==> config.mk <==
export PLATFORM = sky130hd
export DESIGN_NAME = cphc_pipe_ctrl
export DESIGN_NICKNAME = d
export VERILOG_FILES = /design/src/cphc_pkg.sv /design/src/cphc_pfb_if.sv /design/src/cphc_pfb.sv /design/src/cphc_pipe_ctrl.sv
export VERILOG_INCLUDE_DIRS = /design/src
export SDC_FILE = /design/constraint.sdc
export NUM_CORES = 1
export LEC_CHECK = 0
export ABC_AREA = 1
export BUFFER_PORTS_ARGS = -buffer_cell sky130_fd_sc_hd__buf_2
export CORE_UTILIZATION = 65
export CTS_CLUSTER_SIZE = 8
export DETAILED_ROUTE_END_ITERATION = 8
export GPL_TIMING_DRIVEN = 1
export PLACE_DENSITY_LB_ADDON = 0.08
export SYNTH_ARGS = -nofsm -noshare
export SYNTH_HDL_FRONTEND = slang
export SYNTH_SLANG_ARGS = --single-unit
==> constraint.sdc <==
create_clock -name mclk -period 7.3 [get_ports mclk]
set_clock_uncertainty 0.1 [all_clocks]
set_input_delay 1.46 -clock mclk [delete_from_list [all_inputs] [get_ports mclk]]
set_output_delay 1.46 -clock mclk [all_outputs]
set_load 0.005 [all_outputs]
==> src/cphc_cfg.svh <==
// cphc_cfg.svh: constants of the pipeline hazard control block
`ifndef CPHC_CFG_SVH
`define CPHC_CFG_SVH
// ============================================================
// datapath widths, PC step, reset address and prefetch depth
`define CPHC_IW          32
`define CPHC_AW          32
`define CPHC_PC_STEP     32'h0000_0004
`define CPHC_RST_PC      32'h0000_0000
`define CPHC_PFB_DEPTH   4
// ============================================================
// instruction word fields
`define CPHC_CLS_HI      31
`define CPHC_CLS_LO      28
`define CPHC_RD_HI       27
`define CPHC_RD_LO       23
`define CPHC_RA_HI       22
`define CPHC_RA_LO       18
`define CPHC_RB_HI       17
`define CPHC_RB_LO       13
`define CPHC_IMM_HI      12
`define CPHC_IMM_LO      0
`define CPHC_SYNC_IMM    13'h0004
`define CPHC_REG_ZERO    5'h00
`endif

==> src/cphc_pkg.sv <==
// cphc_pkg.sv: types shared by the pipeline hazard control block
`include "cphc_cfg.svh"
`default_nettype none
package cphc_pkg;
	// instruction class, coded in the class field in this order
	typedef enum logic [3:0] {
		CPHC_ALU, CPHC_LOAD, CPHC_STORE, CPHC_BSHIFT, CPHC_MUL, CPHC_DIV,
		CPHC_FPU, CPHC_STREAM, CPHC_BRANCH, CPHC_MEMORY_BARRIER_INSTR, CPHC_BRI
	} cphc_cls_e;
	typedef enum logic [1:0] {
		CPHC_FWD_NONE, CPHC_FWD_EX, CPHC_FWD_MEM, CPHC_FWD_WB
	} cphc_fwd_e;
	typedef struct packed {
		logic                valid;
		logic [`CPHC_AW-1:0] pc;
		logic [`CPHC_IW-1:0] instr;
	} cphc_stage_s;
endpackage
`default_nettype wire

==> src/cphc_pfb_if.sv <==
// cphc_pfb_if.sv: link between fetch control and the prefetch buffer
`timescale 1ns/1ps
`default_nettype none
interface cphc_pfb_if #(parameter int W = 64) ();
	logic         push_valid;
	logic         push_ready;
	logic         spare;
	logic [W-1:0] push_data;
	logic         pop_valid;
	logic         pop_ready;
	logic [W-1:0] pop_data;
	logic         flush;
	modport ctrl (output push_valid, push_data, pop_ready, flush,
		input push_ready, spare, pop_valid, pop_data);
	modport buffer (input push_valid, push_data, pop_ready, flush,
		output push_ready, spare, pop_valid, pop_data);
endinterface // cphc_pfb_if
`default_nettype wire

==> src/cphc_pfb.sv <==
// cphc_pfb.sv: instruction prefetch buffer with registered read data
`timescale 1ns/1ps
`default_nettype none
`include "cphc_cfg.svh"
module cphc_pfb
	import cphc_pkg::*;
#(
	parameter int W     = 64,
	parameter int DEPTH = `CPHC_PFB_DEPTH,
	parameter int AW    = $clog2(DEPTH)
) (
	input wire logic mclk,
	input wire logic rst_n,
	cphc_pfb_if.buffer p
);
	typedef struct packed {
		logic [DEPTH-1:0][W-1:0] mem;
		logic [AW-1:0]           wp;
		logic [AW-1:0]           rp;
		logic [AW:0]             cnt;
		logic                    ov;
		logic [W-1:0]            od;
	} cphc_pfb_st_s;
	cphc_pfb_st_s r, n;
	logic         push, pop, ld;

	assign p.push_ready = (r.cnt != (AW+1)'(DEPTH));
	assign p.spare      = (r.cnt < (AW+1)'(DEPTH - 1));
	assign p.pop_valid  = r.ov;
	assign p.pop_data   = r.od;
	assign push = p.push_valid && p.push_ready;
	assign pop  = r.ov && p.pop_ready;
	assign ld   = (!r.ov || pop) && (r.cnt != '0);

	// ============================================================
	// storage and output register
	always_comb begin
		n = r;
		if (pop)
			n.ov = 1'b0;
		if (push) begin
			n.mem[r.wp] = p.push_data;
			n.wp = r.wp + 1'b1;
		end
		if (ld) begin
			n.od = r.mem[r.rp];
			n.ov = 1'b1;
			n.rp = r.rp + 1'b1;
		end
		n.cnt = r.cnt + (AW+1)'(push) - (AW+1)'(ld);
		if (p.flush) begin
			n.wp  = '0;
			n.rp  = '0;
			n.cnt = '0;
			n.ov  = 1'b0;
		end
	end

	always_ff @(posedge mclk) begin
		if (!rst_n)
			r <= '0;
		else
			r <= n;
	end
endmodule // cphc_pfb
`default_nettype wire

==> src/cphc_pipe_ctrl.sv <==
// cphc_pipe_ctrl.sv: pipeline advance, hazard stalls and fetch control
`timescale 1ns/1ps
`default_nettype none
`include "cphc_cfg.svh"
module cphc_pipe_ctrl
	import cphc_pkg::*;
#(
	parameter bit pipeline_depth_select = 1'b0,
	parameter int PFB_DEPTH             = `CPHC_PFB_DEPTH
) (
	input  wire logic                mclk,
	input  wire logic                rst_n,
	output logic                     imem_req,
	output logic [`CPHC_AW-1:0]      imem_addr,
	input  wire logic                imem_ack,
	input  wire logic [`CPHC_IW-1:0] imem_rdata,
	input  wire logic                dmem_wait,
	input  wire logic                exu_done,
	input  wire logic                strm_wait,
	input  wire logic                br_taken,
	input  wire logic [`CPHC_AW-1:0] br_target,
	output logic                     ex_valid,
	output logic [`CPHC_AW-1:0]      ex_pc,
	output logic [`CPHC_IW-1:0]      ex_instr,
	output cphc_fwd_e                ex_fwd_a,
	output cphc_fwd_e                ex_fwd_b,
	output logic                     mem_valid,
	output logic [`CPHC_IW-1:0]      mem_instr,
	output logic                     wb_valid,
	output logic [`CPHC_IW-1:0]      wb_instr,
	output logic                     retire,
	output logic                     stall
);
	localparam bit THREE = pipeline_depth_select;

	typedef struct packed {
		cphc_stage_s         f;
		cphc_stage_s         d;
		cphc_stage_s         e;
		cphc_stage_s         m;
		cphc_stage_s         w;
		cphc_fwd_e           fa;
		cphc_fwd_e           fb;
		logic                req;
		logic                discard;
		logic [`CPHC_AW-1:0] addr;
		logic [`CPHC_AW-1:0] npc;
		logic                ret;
		logic                stall;
	} cphc_pipe_st_s;

	cphc_pipe_st_s r, n;
	cphc_pfb_if #(.W(`CPHC_AW + `CPHC_IW)) pf ();

	cphc_pfb #(
		.W     (`CPHC_AW + `CPHC_IW),
		.DEPTH (PFB_DEPTH)
	) u_pfb (
		.mclk  (mclk),
		.rst_n (rst_n),
		.p     (pf)
	);

	// ============================================================
	// instruction field decode
	function automatic cphc_cls_e cls(input cphc_stage_s s);
		return cphc_cls_e'(s.instr[`CPHC_CLS_HI:`CPHC_CLS_LO]);
	endfunction
	function automatic logic [4:0] rdf(input cphc_stage_s s);
		return s.instr[`CPHC_RD_HI:`CPHC_RD_LO];
	endfunction
	function automatic logic [4:0] raf(input cphc_stage_s s);
		return s.instr[`CPHC_RA_HI:`CPHC_RA_LO];
	endfunction
	function automatic logic [4:0] rbf(input cphc_stage_s s);
		return s.instr[`CPHC_RB_HI:`CPHC_RB_LO];
	endfunction
	// producer p writes a register that source register src reads
	function automatic logic hits(input cphc_stage_s p,
		input logic [4:0] src);
		return p.valid && rdf(p) != `CPHC_REG_ZERO && rdf(p) == src
			&& !(cls(p) inside {CPHC_STREAM, CPHC_BRANCH, CPHC_MEMORY_BARRIER_INSTR,
			CPHC_BRI});
	endfunction
	function automatic cphc_fwd_e fwd(input cphc_pipe_st_s s,
		input logic [4:0] src);
		if (hits(s.e, src))
			return CPHC_FWD_EX;
		else if (hits(s.m, src))
			return CPHC_FWD_MEM;
		else if (hits(s.w, src))
			return CPHC_FWD_WB;
		return CPHC_FWD_NONE;
	endfunction

	// ============================================================
	// hazard detection
	logic hz_e, hz_m, data_haz, mc, hold_m, hold_e, hold_d;
	logic take, sync, redirect, issue, push;
	logic [`CPHC_AW-1:0] raddr;

	assign hz_e = cls(r.e) inside {CPHC_LOAD, CPHC_STORE, CPHC_BSHIFT,
		CPHC_MUL, CPHC_DIV, CPHC_FPU}
		&& (hits(r.e, raf(r.d)) || hits(r.e, rbf(r.d)));
	assign hz_m = cls(r.m) inside {CPHC_LOAD, CPHC_MUL, CPHC_FPU}
		&& (hits(r.m, raf(r.d)) || hits(r.m, rbf(r.d)));
	// no interlock on registers at all in the short pipeline
	assign data_haz = !THREE && r.d.valid && (hz_e || hz_m);
	assign mc = r.e.valid && (THREE
		? cls(r.e) inside {CPHC_BSHIFT, CPHC_MUL, CPHC_DIV, CPHC_FPU}
		: cls(r.e) inside {CPHC_DIV, CPHC_FPU});
	assign hold_m = !THREE && r.m.valid && dmem_wait
		&& cls(r.m) inside {CPHC_LOAD, CPHC_STORE};
	// every cause just ORs in, so overlapping stalls do not add up
	assign hold_e = hold_m || (mc && !exu_done)
		|| (r.e.valid && cls(r.e) == CPHC_STREAM && strm_wait)
		|| (THREE && r.e.valid && dmem_wait
		&& cls(r.e) inside {CPHC_LOAD, CPHC_STORE});
	assign hold_d = hold_e || data_haz;

	// ============================================================
	// control flow changes leaving execute
	assign take = r.e.valid && !hold_e && br_taken
		&& cls(r.e) == CPHC_BRANCH;
	assign sync = r.e.valid && !hold_e && (cls(r.e) == CPHC_MEMORY_BARRIER_INSTR
		|| (cls(r.e) == CPHC_BRI
		&& r.e.instr[`CPHC_IMM_HI:`CPHC_IMM_LO] == `CPHC_SYNC_IMM));
	assign redirect = take || sync;
	assign raddr = take ? br_target : r.e.pc + `CPHC_PC_STEP;

	// ============================================================
	// prefetch traffic; fetch requests independent of decode stalls, pops wait for decode
	assign push = r.req && imem_ack && !r.discard && !redirect;
	assign issue = !redirect
		&& (r.req ? (imem_ack && pf.spare) : pf.push_ready);
	assign pf.push_valid = push;
	assign pf.push_data  = {r.addr, imem_rdata};
	assign pf.flush      = redirect;
	assign pf.pop_ready  = (!hold_d || !r.f.valid) && !redirect;

	// ============================================================
	// next state
	always_comb begin
		n = r;
		// writeback and memory stages, unused in the short pipeline
		n.w = hold_m ? '0 : r.m;
		n.m = hold_m ? r.m : ((hold_e || THREE) ? '0 : r.e);
		// execute takes decode unless held; a bubble follows a stall
		if (!hold_e) begin
			n.e  = (hold_d || redirect) ? '0 : r.d;
			n.fa = (hold_d || redirect) ? CPHC_FWD_NONE : fwd(r, raf(r.d));
			n.fb = (hold_d || redirect) ? CPHC_FWD_NONE : fwd(r, rbf(r.d));
			if (THREE && !hold_d && !redirect) begin
				n.fa = (fwd(r, raf(r.d)) == CPHC_FWD_EX) ? CPHC_FWD_EX
					: CPHC_FWD_NONE;
				n.fb = (fwd(r, rbf(r.d)) == CPHC_FWD_EX) ? CPHC_FWD_EX
					: CPHC_FWD_NONE;
			end
		end
		if (!hold_d)
			n.d = r.f;
		if (pf.pop_valid && pf.pop_ready)
			n.f = {1'b1, pf.pop_data};
		else if (!hold_d)
			n.f = '0;
		if (redirect) begin
			n.f = '0;
			n.d = '0;
			n.npc = raddr;
		end
		// fetch request, one outstanding at a time
		if (r.req && imem_ack) begin
			n.req = 1'b0;
			n.discard = 1'b0;
		end
		if (redirect && r.req && !imem_ack)
			n.discard = 1'b1;
		if (issue) begin
			n.req = 1'b1;
			n.addr = r.npc;
			n.npc = r.npc + `CPHC_PC_STEP;
		end
		n.ret = THREE ? (r.e.valid && !hold_e)
			: (r.m.valid && !hold_m);
		n.stall = hold_d;
	end

	always_ff @(posedge mclk) begin
		if (!rst_n) begin
			r     <= '0;
			r.npc <= `CPHC_RST_PC;
		end else begin
			r <= n;
		end
	end

	// ============================================================
	// outputs
	assign imem_req  = r.req;
	assign imem_addr = r.addr;
	assign ex_valid  = r.e.valid;
	assign ex_pc     = r.e.pc;
	assign ex_instr  = r.e.instr;
	assign ex_fwd_a  = r.fa;
	assign ex_fwd_b  = r.fb;
	assign mem_valid = r.m.valid;
	assign mem_instr = r.m.instr;
	assign wb_valid  = r.w.valid;
	assign wb_instr  = r.w.instr;
	assign retire    = r.ret;
	assign stall     = r.stall;
endmodule // cphc_pipe_ctrl
`default_nettype wire

==> run_results.csv, run 1 <==
group,metric,value,unit
power,p_leak,12.2,nW
grt,grt-ovfl-total,0,
clock_network,cts_sinks,661,
clock_network,htreeDepth,3,
sta,fmax,194,MHz
clock_network,worstSkewPairLatency,640,ps
drt,drc_errors,0,
synth,syn-mean-instance-area,7.18,µm²
setup_path,crit_fanout,61,
floorplan,die_w,213,µm
drt,dr_total_vias,26600,
layout,areaGrowthSynthToFinish,7.94,%
grt,grt_antenna_before_repair,1,
floorplan,core,43400,µm²
setup_path,critical_path.top_delay_family,"simple AND/OR/NAND/NOR gates",
sta,rsz0062_at_grt,"false",
grt,grt_max_degree,228,
power,vdd_ir_drop_max,230,µV
floorplan,ioPinCount,241,
setup_path,crit_buf_inv,5,
synth,ys.warnings.count,0,
outcome,status,"completed",
hold_path,holdCritPathClass,"reg -> reg",
layout,final_cell_mix,"nand2_1 (828), dfxtp_1 (660), a21oi_1 (509), nor2_1 (475), nand3_1 (366)",
floorplan,die_y,213,µm
clock_network,post_cts_buffers,0,
clock_network,cts_hold_buf,0,
synth,ys_async_sr_fraction,0,%
clock_network,ctsResizeCount,0,
synth,synth_edf_count,0,
flow_run,max_cap_viol_count,0,
drt,viasPerCell,5.89,
floorplan,start_util,66.4,%
setup_path,worstSetupPathType,"in -> reg",
placement,gp_congestion,0.938,
drt,dr.pass1.iters,6,
setup_path,worstPathRequired,7710,ps
synth,synth_fp_nets,4092,
placement,io_buffers,240,
sta,hold_ws,342,ps
clock_network,clkTransAtPathRegs,50,ps
synth,synth_cell_type_count,41,
clock_network,root_buffer,"clkbuf_16",
setup_path,critPathSlowestCell,"nand2_1",
drt,drt_iter0_drc,3124,
setup_path,crit_chain,"buf_2 > nand2_1 > inv_1 > nand4_1 > nand2_1 > a21oi_4 > buf_4 > nand2_4 > nand2_1 > nand2_1 > nand2_2 > nand2_2 > inv_2 > ha_1 > inv_1 > ha_1 > fa_1 > xnor2_1 > nor2_1",
grt,grt_usage,36.1,%
placement,post-dp-hpwl,50900,µm
synth,ys.flop_type,"dfxtp_1",
setup_path,crit_path_frequent_cell,"nand2_1",
setup_path,reg2reg_setup_slack,2660,ps
grt,grt_pass1_wl,130000,µm
clock_network,cts_tree,"built",
power,total_power,10.9,mW
sta,final_max_slew_viol_count,0,
layout,final_common_cell,"nand2_1",
synth,synth-seq-cells,661,
setup_path,cpPeakStageDelay,640,ps
sta,setup_violations,0,
sta,finalHoldViolCount,0,
sta,fin_setup_tns,0,ps
drt,ant_nets,0,
drt,wl_per_cell,18.3,µm
layout,drive_gt1_share,10.4,%
sta,post-route-min-period,5160,ps
floorplan,dieArea,45200,µm²
sta,slew_headroom,19.1,%
synth,synthCells,4011,
clock_network,cts_made_buffers,92,
floorplan,num_rows,76,
setup_path,cp-end-kind,"register",
layout,layout.nets,4009,
setup_path,worst_setup_path_start_kind,"input port",
grt,grt_pass1_vias,24100,
drt,routed_wl,82800,µm
clock_network,clockBufferDepth,3,
synth,syn_area,28800,µm²
synth,ys_seq_area_share,45.9,%
sta,tightest_slew,1210,ps
sta,finalCritPeriodShare,70.7,%
setup_path,cp_data_arrival_time,5570,ps
power,p_per_area,352,nW/µm²
==> registers in the layout (all words and copies together), names as in the netlist, 2 cells and up <==
name and flops:
wb_instr 32, ex_pc 32, u_pfb.p.pop_data 64, ex_fwd_b 2, ex_fwd_a 2, r 163
ex_instr 32, mem_instr 32, imem_addr 32, u_pfb.r 263
==> worst reg2reg max path: cells and delay by family (launching register included) <==
kind                     cells  cell delay (ps)
buffers and inverters        3              680
flip-flops                   1              390
AND/OR/NAND/NOR              9             2070
XOR/XNOR                     1              180
adder cells (fa/ha/maj)      3              750
AO/OA/AOI/OAI                1              360
==> cell usage after synthesis, drive strengths merged (8+ instances only) <==
master	n	area share, %
nand2	835	11
dfxtp	661	46
a21oi	510	8.9
nor2	482	6.3
nand3	367	6.4
o21ai	281	4.9
buf	252	5.8
inv	203	2.6
clkbuf	198	2.6
o22ai	49	1.1
xor2	35	1.1
o211ai	25	0.65
nor3	23	0.40
xnor2	20	0.61
nand4	19	0.41
ha	9	0.39
nor4	8	0.17
or2	8	0.17
==> per-layer routing <==
layer / GRT usage, % / part of all wire, % / vias to the layer above
met3: 5.94 / 9.1 / 141
met1: 51.7 / 44 / 12500
met2: 55.0 / 45 / 1244
li1: - / - / 12800
met4: 12.4 / 2.4 / 0
met5: 0 / 0 / -
==> kinds of logic after synthesis <==
kind of cell,synth area share (%)
XOR/XNOR,1.67
AND/OR/NAND/NOR,24.8
flip-flops,45.9
adder cells (fa/ha/maj),0.460
buffers and inverters,11.0
AO/OA/AOI/OAI,16.1
==> per-stage QoR <==
| stage | std cells | utilization, % | area (µm²) | setup WS, ps |
|---|---|---|---|---|
| after floorplan | 4011 | - | 28800 | 3170 |
| after global placement | 4419 | 66.1 | 28600 | 1620 |
| after detailed placement | 4419 | 66.1 | 28600 | 1540 |
| after CTS | 4521 | 71.7 | 31100 | 2150 |
| after global routing | 4522 | 71.7 | 31100 | 1650 |
| final | 4522 | 71.7 | 31100 | 2140 |
==> final timing paths <==
check	startpoint	to	cells past startpoint
hold / removal	mem_instr[20]$_SDFFE_PN0N_	wb_instr[20]$_SDFF_PP0_	2
setup / recovery	dmem_wait	u_pfb.r[67]$_SDFF_PP0_	19
setup reg to reg	mem_instr[31]$_SDFFE_PN0N_	u_pfb.r[67]$_SDFF_PP0_	17
hold reg to reg	mem_instr[20]$_SDFFE_PN0N_	wb_instr[20]$_SDFF_PP0_	2
==> final cells by class <==
type	count	area [µm²]
multi-input combinational	2696	12400
sequential	661	13200
inverter	204	773
fill	3618	12300
clock buffer	96	2350
clock inverter	6	104
antenna	1	2.50
timing repair buffer	273	1460
tap	585	732
==> where the power goes <==
| group | internal, mW | switching, mW | total [mW] |
|---|---|---|---|
| logic | 0.791 | 1.81 | 2.60 |
| clock network | 2.25 | 1.49 | 3.75 |
| registers | 4.06 | 0.516 | 4.58 |
| total | 7.11 | 3.82 | 10.9 |
No activity file was read; power rests on OpenSTA's default activity.
==> run 2: changes to the inputs <==
--- a/config.mk
+++ b/config.mk
@@ -8,7 +8,7 @@
 export LEC_CHECK = 0
 export ABC_AREA = 1
 export BUFFER_PORTS_ARGS = -buffer_cell sky130_fd_sc_hd__buf_2
-export CORE_UTILIZATION = 65
+export CORE_UTILIZATION = 54
 export CTS_CLUSTER_SIZE = 8
 export DETAILED_ROUTE_END_ITERATION = 8
 export GPL_TIMING_DRIVEN = 1
==> constraint.sdc (replaced) <==
create_clock -name mclk -period 4.35 [get_ports mclk]
set_clock_uncertainty 0.1 [all_clocks]
set_input_delay 0.87 -clock mclk [delete_from_list [all_inputs] [get_ports mclk]]
set_output_delay 0.87 -clock mclk [all_outputs]
set_load 0.005 [all_outputs]
==> run 2 against run 1 <==
Net effect: power is 69% higher; sequential share of layout area fell by 0.43 points; register-to-register slack worse by 1700 ps; cell count is 2.7% higher; routed wire length fell by 0.65%; sequential power increased by 69%; sequential cell count is the same; first-iteration DRC count decreased by 18%; combinational power increased by 72%; critical path depth shrank 3; worst hold slack got worse by 6.3 ps.
==> run_results.csv, run 2 (synthesis results as in run 1) <==
group,metric,value,unit
layout,drive_gt1_share,10.9,%
grt,grt_max_degree,180,
setup_path,reg2reg_setup_slack,1000,ps
drt,viasPerCell,5.53,
clock_network,cts_made_buffers,92,
hold_path,whs_path_depth,2,
placement,post-dp-hpwl,50700,µm
sta,hold_ws,336,ps
sta,worst_slack,996,ps
floorplan,dieArea,54300,µm²
setup_path,cp_data_arrival_time,3750,ps
layout,largest_register_ffs,263,
clock_network,clockBufferDepth,3,
layout,register_area,13200,µm²
sta,setup_violations,0,
power,p_leak,12.3,nW
hold_path,holdCritPathClass,"reg -> reg",
sta,slew_headroom,33.5,%
drt,drc_errors,0,
grt,grt_pass1_wl,129000,µm
clock_network,clkTransAtPathRegs,50,ps
clock_network,cts_sinks,661,
sta,fin_setup_tns,0,ps
floorplan,die_y,233,µm
drt,routed_wl,82300,µm
grt,grt_pass1_vias,22600,
clock_network,cts_tree,"built",
clock_network,worstSkewPairLatency,640,ps
sta,final_max_slew_viol_count,0,
power,p_comb_share,24.2,%
grt,grt_antenna_before_repair,1,
setup_path,worstSetupPathType,"reg -> reg",
sta,finalHoldViolCount,0,
floorplan,num_rows,84,
clock_network,post_cts_buffers,0,
layout,fill_cells,5063,
power,vdd_ir_drop_max,342,µV
power,pwr-share-clk,34.0,%
setup_path,crit_fanout,82,
layout,antenna_cells,0,
placement,gp_congestion,0.885,
sta,post-route-min-period,3350,ps
clock_network,root_buffer,"clkbuf_16",
sta,fmax,298,MHz
clock_network,ctsResizeCount,0,
power,switching_share,35.3,%
sta,finalCritPeriodShare,77.1,%
layout,final_cell_mix,"nand2_1 (828), dfxtp_1 (659), a21oi_1 (509), nor2_1 (475), nand3_1 (366)",
floorplan,start_util,54.7,%
layout,top_register,"u_pfb.r",
setup_path,worstPathRequired,4740,ps
power,p_int,11.9,mW
clock_network,htreeDepth,3,
setup_path,cp-end-kind,"register",
placement,placed_area,29000,µm²
layout,multi_input_area,12400,µm²
clock_network,cts_hold_buf,0,
drt,wl_per_cell,17.7,µm
setup_path,worst_setup_path_start_kind,"register",
floorplan,core,52700,µm²
layout,utilization,59.7,%
placement,preCtsSetupSlack,737,ps
grt,grt_usage,29.8,%
power,switching_power,6.53,mW
layout,final_common_cell,"nand2_1",
power,p_per_area,588,nW/µm²
drt,dr_total_vias,25700,
power,sequentialPowerShare,41.8,%
layout,layout.nets,4027,
flow_run,max_cap_viol_count,0,
drt,dr.pass1.iters,5,
sta,rsz0062_at_grt,"false",
placement,io_buffers,240,
outcome,status,"completed",
sta,tightest_slew,997,ps
drt,ant_nets,0,
grt,grt-ovfl-total,0,
setup_path,rr_worst_depth,16,
layout,final_cell_area,31400,µm²
floorplan,die_w,233,µm
layout,areaGrowthSynthToFinish,9.05,%
floorplan,ioPinCount,241,
drt,drt_iter0_drc,2553,
## run 2: metal layers
layer	part of all wire [%]	wire (µm)	vias to the layer above	global-route usage [%]
met5	0.012	10	-	0
met4	1.7	1380	2	8.07
met3	7.7	6350	98	5.27
met2	42	34700	836	42.2
met1	48	39800	11900	45.7
li1	-	-	12800	-
## run 2: power by group through the flow
stage | clock, mW | combinational [mW] | sequential, mW
detailed placement | 0 | 4.38 | 7.79
floorplan | 0 | 3.40 | 7.32
global placement | 0 | 4.38 | 7.79
global route | 6.67 | 4.99 | 7.79
CTS | 6.38 | 4.42 | 7.68
finish | 6.28 | 4.47 | 7.72
## run 2: final cells by class
type	instances	area share (%)
Inverter	204	2.46
Timing Repair Buffer	291	5.29
Clock buffer	95	7.40
Sequential cell	661	42.1
Clock inverter	7	0.358
Multi-Input combinational cell	2696	39.6
Tap cell	688	2.74
## run 2: final timing paths
| kind | end | startpoint |
|---|---|---|
| hold reg to reg | wb_instr[18]$_SDFF_PP0_ | mem_instr[18]$_SDFFE_PN0N_ |
| setup reg to reg | r[306]$_SDFFE_PP0P_ | ex_instr[28]$_SDFFE_PN0N_ |
| setup / recovery | r[306]$_SDFFE_PP0P_ | ex_instr[28]$_SDFFE_PN0N_ |
| hold / removal | wb_instr[18]$_SDFF_PP0_ | mem_instr[18]$_SDFFE_PN0N_ |
## run 2: per-stage QoR
stage / instances / power (mW)
finish: 4642 / 18.5
global route: 4642 / 19.4
CTS: 4642 / 18.5
detailed placement: 4540 / 12.2
global placement: 4540 / 12.2
floorplan: 4011 / 10.7
## run 2: critical path: stages (launching register included)
cell and delay, ps:
dfxtp_1 520, nand2_1 130, nand2_1 110, nand2_1 50
nor2_1 110, nand3_1 130, nand2_1 90, nand2_1 50
nand2_1 60, nand2_1 70, nand2_4 60, buf_4 460
buf_4 690, inv_2 70, buf_4 260, nor2_1 140
nor2_1 60
